<file path="src/temp_comp_params.svh">
`ifndef TEMP_COMP_PARAMS_SVH
`define TEMP_COMP_PARAMS_SVH

// ****************************************
// Register offsets are word indices; the byte address is four times the index
// ****************************************
`define REG_TEMPERATURE_PLUS_OFFSET 8'h79
`define REG_PROXIMITY_VALUE_LOW 8'h7a
`define REG_PROXIMITY_VALUE_HIGH 8'h7b
`define REG_COMP_VALUE_LOW 8'h7c
`define REG_COMP_VALUE_HIGH 8'h7d
`define REG_LUT_BASE 8'h80
`define LUT_ENTRIES 47
`define TEMP_OFFSET_C 64
`define LUT_MIN_TEMP_C (-48)
`define LUT_STEP_C 4
`define LUT_MIN_CODE 8'h10
`define GAIN_FRAC_BITS 14
`define GAIN_UNITY 16'h4000
`define AXI_RESP_OKAY 2'b00
`define AXI_RESP_SLVERR 2'b10

`endif

</file>
<file path="src/temp_comp_pkg.sv">
package temp_comp_pkg;
    typedef logic [15:0] gain_code_t;
    typedef enum logic [1:0] {wr_idle, wr_resp} wr_state_t;
endpackage

</file>
<file path="src/gain_multiplier.sv">
`timescale 1ns/1ps
`default_nettype none
module gain_multiplier #(
    parameter int WIDTH = 16
) (
    input wire logic aclk,
    input wire logic aresetn,
    input wire logic [WIDTH-1:0] raw_value,
    input wire temp_comp_pkg::gain_code_t gain_code,
    output logic [WIDTH-1:0] comp_value
);
    import temp_comp_pkg::*;
    `include "temp_comp_params.svh"
    logic [WIDTH+15:0] product;
    logic [WIDTH+15:0] scaled;
    // Gain code has 14 fraction bits; saturate rather than wrap above full scale
    always_comb begin
        product = raw_value * gain_code;
        scaled = product >> `GAIN_FRAC_BITS;
    end
    always_ff @(posedge aclk) begin
        if (!aresetn) begin
            comp_value <= '0;
        end else if (|scaled[WIDTH+15:WIDTH]) begin
            comp_value <= '1;
        end else begin
            comp_value <= scaled[WIDTH-1:0];
        end
    end
endmodule
`default_nettype wire

</file>
<file path="src/temp_gain_compensation_lut.sv">
// Implementation choice: register access over AXI4-Lite.
`timescale 1ns/1ps
`default_nettype none
module temp_gain_compensation_lut #(
    parameter int PROX_WIDTH = 16,
    parameter int ENTRIES = 47
) (
    input wire logic aclk,
    input wire logic aresetn,
    input wire logic [7:0] temperature_plus_offset_in,
    input wire logic [15:0] tank_loss_resistance,
    input wire logic [31:0] s_axi_awaddr,
    input wire logic s_axi_awvalid,
    output logic s_axi_awready,
    input wire logic [31:0] s_axi_wdata,
    input wire logic [3:0] s_axi_wstrb,
    input wire logic s_axi_wvalid,
    output logic s_axi_wready,
    output logic [1:0] s_axi_bresp,
    output logic s_axi_bvalid,
    input wire logic s_axi_bready,
    input wire logic [31:0] s_axi_araddr,
    input wire logic s_axi_arvalid,
    output logic s_axi_arready,
    output logic [31:0] s_axi_rdata,
    output logic [1:0] s_axi_rresp,
    output logic s_axi_rvalid,
    input wire logic s_axi_rready,
    output logic [15:0] compensated_value
);
    import temp_comp_pkg::*;
    `include "temp_comp_params.svh"

    // ****************************************
    // Operating notes
    // ****************************************
    // Register map, in word indices; byte address is four times the index:
    //   0x79       temperature code, degrees plus 64, read only
    //   0x7a/0x7b  raw proximity, low then high byte, read only
    //   0x7c/0x7d  compensated proximity, low then high byte, read only
    //   0x80..0xdd gain table, entry n high byte at 0x80+2n, low at 0x81+2n
    // Entry n belongs to the temperature -48 + 4n degrees, 47 entries in all.
    // Temperature code 0x10 is -48 degrees, so entry n starts at code 0x10 + 4n.
    // Codes between two points use the lower point; no interpolation is done,
    // which keeps the select path to two compares, a subtract and one shift.
    // Codes below the first point use entry 0 and codes past the last use
    // entry 46, so every code selects a defined gain even before calibration.
    //
    // Gain codes carry 14 fraction bits: 0x4000 is unity, 0xffff just under 4.
    // The product is cut back by 14 bits and saturates at full scale, so a
    // large gain on a large reading gives 0xffff and never wraps to a small one.
    //
    // The table is selected by the reported temperature code, not by any
    // other estimate of ambient, so a calibration made by reading the code
    // back lines up with the entry that the hardware will apply.
    //
    // Bytes of one entry update independently. Between the two byte writes
    // the entry holds a mixed value; software that recalibrates a live sensor
    // should expect a few cycles of a half-updated gain.
    //
    // After reset every entry is unity. No thermistor curve is built in, so
    // the flat preset leaves the reading uncompensated until the table is loaded.
    //
    // Latency: three registers from the input pins to compensated_value.
    //
    // Bus: one write and one read may be under way at a time. Write address
    // and data are taken in either order; the response follows once both are
    // in. Only wstrb[0] and wdata[7:0] matter, as every register is a byte.
    // Writes outside the table answer SLVERR, but those above byte 0x3ff still write the entry that bits [9:2] select; reads of an
    // unmapped index answer SLVERR with zero data.
    // The ready signals are registered, so each costs an idle cycle between
    // transfers; the trade buys short timing paths at this clock rate.

    // ****************************************
    // State
    // ****************************************
    gain_code_t gain_table [ENTRIES];
    logic [7:0] temperature_plus_offset;
    logic [15:0] proximity;
    logic aw_held;
    logic w_held;
    logic [31:0] aw_addr;
    logic [31:0] w_data;
    logic [3:0] w_strb;
    wr_state_t wr_state;
    logic [5:0] sel_index;
    logic [15:0] comp_raw;
    logic [7:0] windex;
    logic [7:0] rindex;
    logic [31:0] next_rdata;
    logic next_rerr;
    logic wr_fire;

    // ****************************************
    // Data path
    // ****************************************
    // Capture measured inputs each cycle so reads are coherent
    // Both readouts and the multiplier see the same captured sample
    always_ff @(posedge aclk) begin
        if (!aresetn) begin
            temperature_plus_offset <= 8'h00;
            proximity <= 16'h0000;
        end else begin
            temperature_plus_offset <= temperature_plus_offset_in;
            proximity <= tank_loss_resistance;
        end
    end

    // Map reported code to a table slot; clamp so out-of-range codes still select
    always_comb begin
        if (temperature_plus_offset < `LUT_MIN_CODE) begin
            sel_index = 6'd0;
        end else if (((temperature_plus_offset - `LUT_MIN_CODE) >> 2) >= 8'(ENTRIES)) begin
            sel_index = 6'(ENTRIES - 1);
        end else begin
            sel_index = 6'((temperature_plus_offset - `LUT_MIN_CODE) >> 2);
        end
    end

    // Scale the captured reading by the selected entry
    // The table read is combinational; the multiplier registers its result,
    // so a table write shows on the output two edges later
    gain_multiplier #(.WIDTH(16)) u_mult (
        .aclk(aclk),
        .aresetn(aresetn),
        .raw_value(proximity),
        .gain_code(gain_table[sel_index]),
        .comp_value(comp_raw)
    );

    // Output register, so the port comes straight from a flip-flop
    // Costs one cycle of latency but isolates the multiplier from the pin
    always_ff @(posedge aclk) begin
        if (!aresetn) begin
            compensated_value <= 16'h0000;
        end else begin
            compensated_value <= comp_raw;
        end
    end

    // ****************************************
    // AXI write path
    // ****************************************
    assign windex = aw_addr[9:2];
    assign wr_fire = aw_held && w_held && wr_state == wr_idle;

    // Address and data may arrive in either order; hold each until both are in
    always_ff @(posedge aclk) begin
        if (!aresetn) begin
            aw_held <= 1'b0;
            w_held <= 1'b0;
            aw_addr <= 32'h0;
            w_data <= 32'h0;
            w_strb <= 4'h0;
        end else begin
            if (s_axi_awvalid && s_axi_awready) begin
                aw_held <= 1'b1;
                aw_addr <= s_axi_awaddr;
            end else if (wr_fire) begin
                aw_held <= 1'b0;
            end
            if (s_axi_wvalid && s_axi_wready) begin
                w_held <= 1'b1;
                w_data <= s_axi_wdata;
                w_strb <= s_axi_wstrb;
            end else if (wr_fire) begin
                w_held <= 1'b0;
            end
        end
    end

    always_ff @(posedge aclk) begin
        if (!aresetn) begin
            s_axi_awready <= 1'b0;
            s_axi_wready <= 1'b0;
        end else begin
            s_axi_awready <= !aw_held && !(s_axi_awvalid && s_axi_awready) && wr_state == wr_idle;
            s_axi_wready <= !w_held && !(s_axi_wvalid && s_axi_wready) && wr_state == wr_idle;
        end
    end

    // Table: preset default, byte-wise writes; indices 0x80+2n high, 0x81+2n low
    // Writes with wstrb[0] low are answered but leave the table alone
    // Even index is the high byte, odd index the low byte of one entry
    // Out-of-range codes are clamped by the select logic to entry 0 or entry 46
    always_ff @(posedge aclk) begin
        if (!aresetn) begin
            for (int i = 0; i < ENTRIES; i++) begin
                gain_table[i] <= `GAIN_UNITY;
            end
        end else if (wr_fire && w_strb[0] && windex >= `REG_LUT_BASE
                     && windex < 8'(`REG_LUT_BASE + 2 * ENTRIES)) begin
            if (!windex[0]) begin
                gain_table[6'((windex - `REG_LUT_BASE) >> 1)][15:8] <= w_data[7:0];
            end else begin
                gain_table[6'((windex - `REG_LUT_BASE) >> 1)][7:0] <= w_data[7:0];
            end
        end
    end

    // Write response: raised the edge after both halves are held,
    // held until bready; new writes are refused until it is taken
    always_ff @(posedge aclk) begin
        if (!aresetn) begin
            wr_state <= wr_idle;
            s_axi_bvalid <= 1'b0;
            s_axi_bresp <= `AXI_RESP_OKAY;
        end else begin
            unique case (wr_state)
                wr_idle: begin
                    if (wr_fire) begin
                        wr_state <= wr_resp;
                        s_axi_bvalid <= 1'b1;
                        // Only table bytes are writable; everything else errors
                        s_axi_bresp <= (windex >= `REG_LUT_BASE
                                        && windex < 8'(`REG_LUT_BASE + 2 * ENTRIES)
                                        && aw_addr[31:10] == 22'h0)
                                       ? `AXI_RESP_OKAY : `AXI_RESP_SLVERR;
                    end
                end
                wr_resp: begin
                    if (s_axi_bready) begin
                        wr_state <= wr_idle;
                        s_axi_bvalid <= 1'b0;
                    end
                end
            endcase
        end
    end

    // ****************************************
    // AXI read path
    // ****************************************
    // Read data is decoded from the live address and stored at the handshake
    assign rindex = s_axi_araddr[9:2];

    always_comb begin
        next_rdata = 32'h0;
        next_rerr = 1'b0;
        if (s_axi_araddr[31:10] != 22'h0) begin
            next_rerr = 1'b1;
        end else if (rindex == `REG_TEMPERATURE_PLUS_OFFSET) begin
            next_rdata = {24'h0, temperature_plus_offset};
        end else if (rindex == `REG_PROXIMITY_VALUE_LOW) begin
            next_rdata = {24'h0, proximity[7:0]};
        end else if (rindex == `REG_PROXIMITY_VALUE_HIGH) begin
            next_rdata = {24'h0, proximity[15:8]};
        end else if (rindex == `REG_COMP_VALUE_LOW) begin
            next_rdata = {24'h0, compensated_value[7:0]};
        end else if (rindex == `REG_COMP_VALUE_HIGH) begin
            next_rdata = {24'h0, compensated_value[15:8]};
        end else if (rindex >= `REG_LUT_BASE && rindex < 8'(`REG_LUT_BASE + 2 * ENTRIES)) begin
            next_rdata = rindex[0]
                ? {24'h0, gain_table[6'((rindex - `REG_LUT_BASE) >> 1)][7:0]}
                : {24'h0, gain_table[6'((rindex - `REG_LUT_BASE) >> 1)][15:8]};
        end else begin
            next_rerr = 1'b1;
        end
    end

    // One read at a time; arready only while no answer is pending
    always_ff @(posedge aclk) begin
        if (!aresetn) begin
            s_axi_arready <= 1'b0;
            s_axi_rvalid <= 1'b0;
            s_axi_rdata <= 32'h0;
            s_axi_rresp <= `AXI_RESP_OKAY;
        end else if (s_axi_arvalid && s_axi_arready) begin
            s_axi_arready <= 1'b0;
            s_axi_rvalid <= 1'b1;
            s_axi_rdata <= next_rdata;
            s_axi_rresp <= next_rerr ? `AXI_RESP_SLVERR : `AXI_RESP_OKAY;
        end else if (s_axi_rvalid) begin
            if (s_axi_rready) begin
                s_axi_rvalid <= 1'b0;
                s_axi_arready <= 1'b1;
            end
        end else begin
            s_axi_arready <= 1'b1;
        end
    end
endmodule
`default_nettype wire

</file>
<file path="config.mk">
export PLATFORM = sky130hd
export DESIGN_NAME = temp_gain_compensation_lut
export DESIGN_NICKNAME = d
export VERILOG_FILES = /design/src/temp_comp_pkg.sv /design/src/gain_multiplier.sv /design/src/temp_gain_compensation_lut.sv
export VERILOG_INCLUDE_DIRS = /design/src
export SDC_FILE = /design/constraint.sdc
export NUM_CORES = 2
export LEC_CHECK = 0
export BUFFER_PORTS_ARGS = -buffer_cell sky130_fd_sc_hd__buf_2
export CAP_MARGIN = 30
export CORE_MARGIN = 2
export CORE_UTILIZATION = 50
export DETAILED_ROUTE_END_ITERATION = 7
export GPL_TIMING_DRIVEN = 0
export PLACE_DENSITY = 0.78
export SLEW_MARGIN = 10
export SYNTH_ARGS = -nofsm -noshare
export SYNTH_HDL_FRONTEND = slang
export SYNTH_HIERARCHICAL = 1
export SYNTH_SLANG_ARGS = --single-unit
</file>
<file path="constraint.sdc">
create_clock -name aclk -period 12.5 [get_ports aclk]
set_input_delay 1.875 -clock aclk [delete_from_list [all_inputs] [get_ports aclk]]
set_output_delay 1.875 -clock aclk [all_outputs]
set_load 0.01 [all_outputs]
</file>
Yosys cells after proc, flatten, opt, wreduce, memory -nomap -nowiden:

Memory sizes are Yosys's and may differ from the RTL's.
Cells that the tools add are included.

* magnitude comparators: 6
* equal/unequal tests: 9
* divide/modulo/power cells: 0
* multiplexer cells: 46
* shift operators: 0
* $mul: 1
* bitwise operators: 1
* $add $sub $neg: 3
* reductions and logical operators: 29

Operators with widths (count)
* $mux 8: 8
* $eq 8x7->1 const B: 5
* $mul 16x16->32: 1
* $mux 16: 2
* $mux 1: 26
* $logic_not 22->1: 1
* $reduce_bool 22->1: 1
* $mux 6: 3
* $ge 8x8->1 const B: 2
* $lt 8x8->1 const B: 2
* $reduce_or 16->1: 1
* $logic_and 1x1->1: 15
* $sub 7x1->7 const B: 2
* $mux 2: 5
* $lt 8x5->1 const B: 1
* $sub 8x5->8 const B: 1
* $ge 6x6->1 const B: 1
* $logic_not 1->1: 4
* $ne 2x2->1 const B: 2
* $pmux 2 s2: 1
* $reduce_and 2->1: 2
* $reduce_bool 2->1: 2
* $reduce_or 2->1: 2
* $eq 2x1->1 const B: 1
* other kinds (4): 4

* bits in latches: 0
* RAM bits: 752
* ROM bits: 0
* memories: 1
* input port bits: 131
* output and inout bits: 57
* logic and storage cells: 114
* register bits: 142

Memories
* gain_table: words 47, width 16, rd ports 2, clocked after Yosys merged registers in 0, write ports 47, RTL line temp_gain_compensation_lut.sv:77 `gain_code_t gain_table [ENTRIES];`

Depth between registers and ports, before layout:

* word-level depth: 10
* depth in mapped cells: 41
* mapped depth without buffers: 31

Hierarchy:

The synthesis kept the hierarchy.

By module, submodules not included
* temp_gain_compensation_lut: instances 1, cells each 4141, area an instance 52735.6 um^2, seq. area each 29788.6 um^2
* gain_multiplier: instances 1, cells each 987, area an instance 8740.9 um^2, seq. area each 320.3 um^2

Worst setup path before layout:

No wires, ideal clock.

* path type: register to register
* from: register temperature_plus_offset[4]
* to: register u_mult.comp_value[5]
* cell stages (with the launch flop): 38
* data required time: 12.385 ns
* path slack: 3.978 ns
* library setup time: 0.115 ns
* arrival: 8.407 ns
* path buffers: 9
* clock period less this slack: 8.522 ns
* cells stage by stage: dfxtp_1 -> clkbuf_1 -> inv_1 -> ha_1 -> buf_2 -> buf_4 -> o21ai_1 -> nand2_1 -> o21a_1 -> buf_2 -> buf_4 -> buf_4 -> buf_2 -> mux2i_1 -> o211ai_1 -> o221ai_1 -> o211ai_1 -> clkbuf_1 -> (+2 left out) -> inv_1 -> fa_1 -> fa_1 -> fa_1 -> fa_1 -> inv_1 -> fa_1 -> inv_1 -> ha_1 -> and2_1 -> and3_1 -> o2111ai_1 -> a21o_1 -> a21o_2 -> a211oi_2 -> nand4_4 -> buf_6 -> o21a_1

* longest elaborated chain between the ends: 8
* elaborated cells on any way between the ends: 9
* classes of those cells: 1 x add/sub; 1 x mul; 2 x order compare; 3 x mux; 1 x reduce/logical; 1 x memory

RTL lines
* from (decl): RTL line temp_gain_compensation_lut.sv:78 `logic [7:0] temperature_plus_offset;`
* from (signal assigned): RTL line temp_gain_compensation_lut.sv:104 `temperature_plus_offset <= temperature_plus_offset_in;`
* $sub 8x5->8 (no source line)
* $ge 6x6->1: RTL line temp_gain_compensation_lut.sv:113 `` end else if (((temperature_plus_offset - `LUT_MIN_CODE) >> 2) >= 8'(ENTRIES)) begin ``
* $mux 6: RTL line temp_gain_compensation_lut.sv:113
* $mux 6 (*): RTL line temp_gain_compensation_lut.sv:111 `` if (temperature_plus_offset < `LUT_MIN_CODE) begin ``
* $mem_v2 47x16 (*)
* $mul 16x16->32 (*): RTL line gain_multiplier.sv:18 `product = raw_value * gain_code;`
* $reduce_or 2->1: RTL line gain_multiplier.sv:24 `end else if (|scaled[WIDTH+15:WIDTH]) begin`
* $mux 16 (*): RTL line gain_multiplier.sv:24
* to (signal assigned): RTL line gain_multiplier.sv:27 `comp_value <= scaled[WIDTH-1:0];`
* to (decl): RTL line gain_multiplier.sv:10 `output logic [WIDTH-1:0] comp_value`

Mark *: on every way between the ends. The rest lies on a longest branch, timed or not.
A chain may end at the register's enable or synchronous reset.

Worst setup path in the final report:

Same ends and word-level chain as after synthesis.

==> results.md <==
Clock tree:
- In this run the clock root is driven by a clkbuf_16.
- Buffers added to address setup during post-CTS repair amount to 0.
- The clock transition at the register clock pins on the worst setup and hold paths after CTS is about 0.070 ns.
- The number of hold buffers added after cts is 0.
- The count of instances resized after the clock tree is built is 0.
- The H-tree was split into 3 levels.
- The number of buffers on the longest clock path is 3.
- The number of buffers inserted during clock tree synthesis is about 110.
- TritonCTS built the clock tree.
- The clock reaches the later pin of the worst-skew pair after 0.80 ns.
- The number of clock sinks seen by CTS is 1040.

Logic synthesis:
- In the synthesized netlist the async set-or-reset flop fraction comes to 0.
- The number of enable flip-flop cells after synthesis is between 900 and 1000.
- Of the synthesized area, sequential elements account for 0.490.
- The share of synthesized area in the top cell type comes to 0.453.
- Counting flops and latches in the post-synthesis netlist gives approximately 1000.
- Among all flip-flop cells after synthesis, the most frequent one is edfxtp_1.
- The number of warnings reported in the yosys synthesis log is 6.
- Synthesis instantiated between 80 and 90 different standard cells from the library.
- By area the synthesized netlist is led by edfxtp_1 45%, mux4_2 11%, and2_1 7.8%.
- The area of the mapped netlist is 61500 um^2.
- The biggest area consumer among synthesized cells is edfxtp_1.
- Dividing the synthesized area by the synthesized cell count gives roughly 12 um^2.
- The synthesized netlist cell count is ~5000.

Worst setup path:
- The worst-case register-to-register setup slack is roughly 0.087 ns.
- The largest individual stage delay along the critical path comes from the cell a21oi_1.
- The worst setup path is launched from a flop.
- The number of gates on the worst path with buffers counted is 37.
- Data on the critical path is required at its endpoint by around 13 ns.
- The peak per-stage delay on the critical path is roughly 0.97 ns.
- The type of the worst setup path is flop to flop.
- The critical path buffer and inverter count is 15.
- Of all nets on the critical path, the largest fanout is 10.
- The gate family responsible for the most delay along the worst path is buffers and inverters.
- Measured in cells, the most critical reg-to-reg path has a length of 37.
- The startpoint identified for the worst register-to-register timing path is temperature_plus_offset[4]$_SDFF_PN0_.
- The data arrival at the endpoint of the critical path is 13.07 ns.
- The worst setup path is captured at a flop.
- The terminus of the critical flop-to-flop path is u_mult/comp_value[5]$_SDFF_PN0_.

Cells and area:
- From synthesis to final layout, the design area changed by 14.2%.
- Counting the fill cells in the layout gives between 10000 and 15000.
- The final design instance area without fill is 70200 um^2.
- The library cell used most frequently in the layout, excluding fill and tap cells, is edfxtp_1.
- The fraction of layout instances using a drive strength above 1 is 0.165.
- The final core area utilization is 0.576.
- The top cell types in the final layout, fill and taps aside, are 928 x edfxtp_1, 766 x and2_1, 382 x nand2_1, 302 x mux4_2, 301 x clkbuf_1.
- At the end of the flow, the number of nets in the layout was slightly above 6000.

Worst hold path:
- The path class of the tightest hold or removal check is flop to flop.
- Counting instances, the worst hold path has a depth of 1.
- The launch point of the worst hold path is u_mult/comp_value[14]$_SDFF_PN0_.
- For hold timing, the worst endpoint is compensated_value[14]$_SDFF_PN0_.

Job:
- Max-cap violations in this run came to 0.

Global route:
- The global-route usage over all layers is 0.471.
- The most heavily used metal layer in global routing is met2.
- Entering global routing, the biggest net connects 37 pins.
- In the global route stage, met3 resource usage came out at 0.245.
- The number of antenna violations at the first check in global routing is 30.
- For met2 alone, demand over resource in global routing was 0.636.
- After global routing the overflow that remains totals 0.
- The global-route wire length before repair is between 300000 and 400000 um.
- For this run, global-route usage on met1 was measured as 0.579.
- The number of global-route vias before repair is 48200.

Placement:
- The detailed placer's ending HPWL is around 230000 um.
- The count of input and output buffers is between 100 and 150.
- The post-placement cell area is roughly 66000 um^2.
- The congestion estimate from routability-driven global placement came to about 1.1.

Route:
- The wire length after detailed routing is approximately 300000 um.
- The count of nets left with antenna violations once routing finished came out at 0.
- After detailed routing, the average wire length per cell comes to approximately 40 um.
- After detailed routing, the number of remaining DRC violations is 16.
- The detailed-route vias per instance is 6.91.
- For this block, the initial DRC count from the detailed router was around 10000.
- Detailed routing inserted a total of 51500 vias.
- The first detailed-routing pass took 8 iterations.

STA:
- The final hold violation count is 0.
- The headroom to the max-slew limit is 0.171.
- The count of pins over their slew limit came to 0.
- Timing would allow up to roughly 0.081 GHz.
- The setup-violating endpoint count in the final report is 0.
- In the finished design, the share of the clock period the worst path needs comes to 0.993.
- The post-route minimum period is 12.41 ns.
- Clock skew on the completed layout was measured at roughly 0.058 ns.
- Setup repair after global routing left no endpoint under its margin.
- The slew at the pin with the worst max-slew slack is 1.21 ns.

Floorplan:
- 188 I/O pins were placed.
- In this run the core area contains 128 standard-cell rows.
- The initial core utilization is 0.504.
- The floorplan step set the die height to about 350 um.
- The area of the placeable core is 122000 um^2.
- The width of the chip is 355 um.
- The die footprint is about 130000 um^2.

Outcome:
- The final reports fail on DRC.
- The flow ran to the end, but the final reports show violations.

Pwr:
- In this run the power density over the cells is roughly 160 nW/um^2.
- Across the VDD grid, the largest voltage drop is approximately 0.34 mV.
- The total leakage power is ~27 nW.
-- layout make-up --
class | count | area [um^2] | area share
clock inverter | 67 | 633 | 0.00902
tap | 1625 | 2030 | 0.0290
timing repair buffer | 254 | 1930 | 0.0276
sequential | 1040 | 30100 | 0.429
inverter | 247 | 927 | 0.0132
multi-input combinational | 3580 | 29200 | 0.416
antenna | 31 | 77.6 | 0.00111
clock buffer | 144 | 3170 | 0.0452
buffer | 462 | 2080 | 0.0297
-- through the flow --
stage	std cells	setup WS (ns)	hold WS, ns	power (W)	TNS (ns)
floorplan	5329	3.98	0.412	0.00635	0
detailed placement	7189	0.671	0.418	0.00770	0
global placement	7080	-0.214	0.418	0.00761	-2.23
CTS	7400	0.583	0.435	0.0111	0
finish	7450	0.0872	0.434	0.0113	0
global route	7423	0.112	0.457	0.0116	0
-- how the worst max path moves through the flow --
| stage | slack (ns) | start | end |
|---|---|---|---|
| after floorplan | 3.98 | temperature_plus_offset[4]$_SDFF_PN0_ | u_mult/comp_value[5]$_SDFF_PN0_ |
| after detailed placement | 0.67 | temperature_plus_offset[4]$_SDFF_PN0_ | u_mult/comp_value[5]$_SDFF_PN0_ |
| after global routing | 0.11 | temperature_plus_offset[4]$_SDFF_PN0_ | u_mult/comp_value[5]$_SDFF_PN0_ |
| final | 0.09 | temperature_plus_offset[4]$_SDFF_PN0_ | u_mult/comp_value[5]$_SDFF_PN0_ |
| after CTS | 0.58 | temperature_plus_offset[4]$_SDFF_PN0_ | u_mult/comp_value[5]$_SDFF_PN0_ |
| after global placement | -0.21 | temperature_plus_offset[4]$_SDFF_PN0_ | u_mult/comp_value[2]$_SDFF_PN0_ |
-- sequential cells by signal, summed over array words and instances (netlist names) --
register / count
aw_addr: 30
aw_held: 1
compensated_value: 16
gain_table: 928
proximity: 16
s_axi_arready: 1
s_axi_awready: 1
s_axi_bresp: 1
s_axi_rdata: 8
s_axi_rresp: 1
s_axi_rvalid: 1
s_axi_wready: 1
temperature_plus_offset: 8
u_mult/comp_value: 16
w_data: 8
w_held: 1
w_strb: 1
wr_state: 1
-- cell families (layout without fill, tap and decap cells) --
group | after synthesis | in the layout | synth area share
AND/OR/NAND/NOR | 1923 | 1923 | 0.166
flip-flops | 1040 | 1040 | 0.490
AO/OA/AOI/OAI | 743 | 743 | 0.0833
buffers and inverters | 709 | 1174 | 0.0483
multiplexers | 398 | 398 | 0.126
adder cells (fa/ha/maj) | 295 | 295 | 0.0836
XOR/XNOR | 19 | 19 | 0.00271
other | 1 | 233 | 0.0000610
-- power breakdown --
part           total [W]  internal [W]  switching (W)
combinational    0.00373       0.00131        0.00242
sequential       0.00406       0.00395       0.000114
clock            0.00349       0.00193        0.00156
total             0.0113       0.00719        0.00410
-- Yosys cell counts (all sizes together) (19+ instances only) --
cell / number
mux2i: 91
clkbuf: 313
a21oi: 173
dfxtp: 112
nor2: 251
a31oi: 20
nor2b: 24
or3: 39
a211oi: 19
o22ai: 19
o21ai: 114
or2: 21
edfxtp: 928
and2: 768
fa: 193
nand3: 199
mux4: 302
o21a: 22
nand2: 383
ha: 102
buf: 149
nor3: 58
o221ai: 100
inv: 244
and3: 117
o211ai: 141
-- metal layers --
| metal | routed length [um] | part of all wire |
|---|---|---|
| met1 | 101000 | 0.34 |
| met2 | 118000 | 0.39 |
| met3 | 52800 | 0.18 |
| met4 | 27000 | 0.090 |
| met5 | 480 | 0.0016 |
Power figures use the tool's default switching activity.
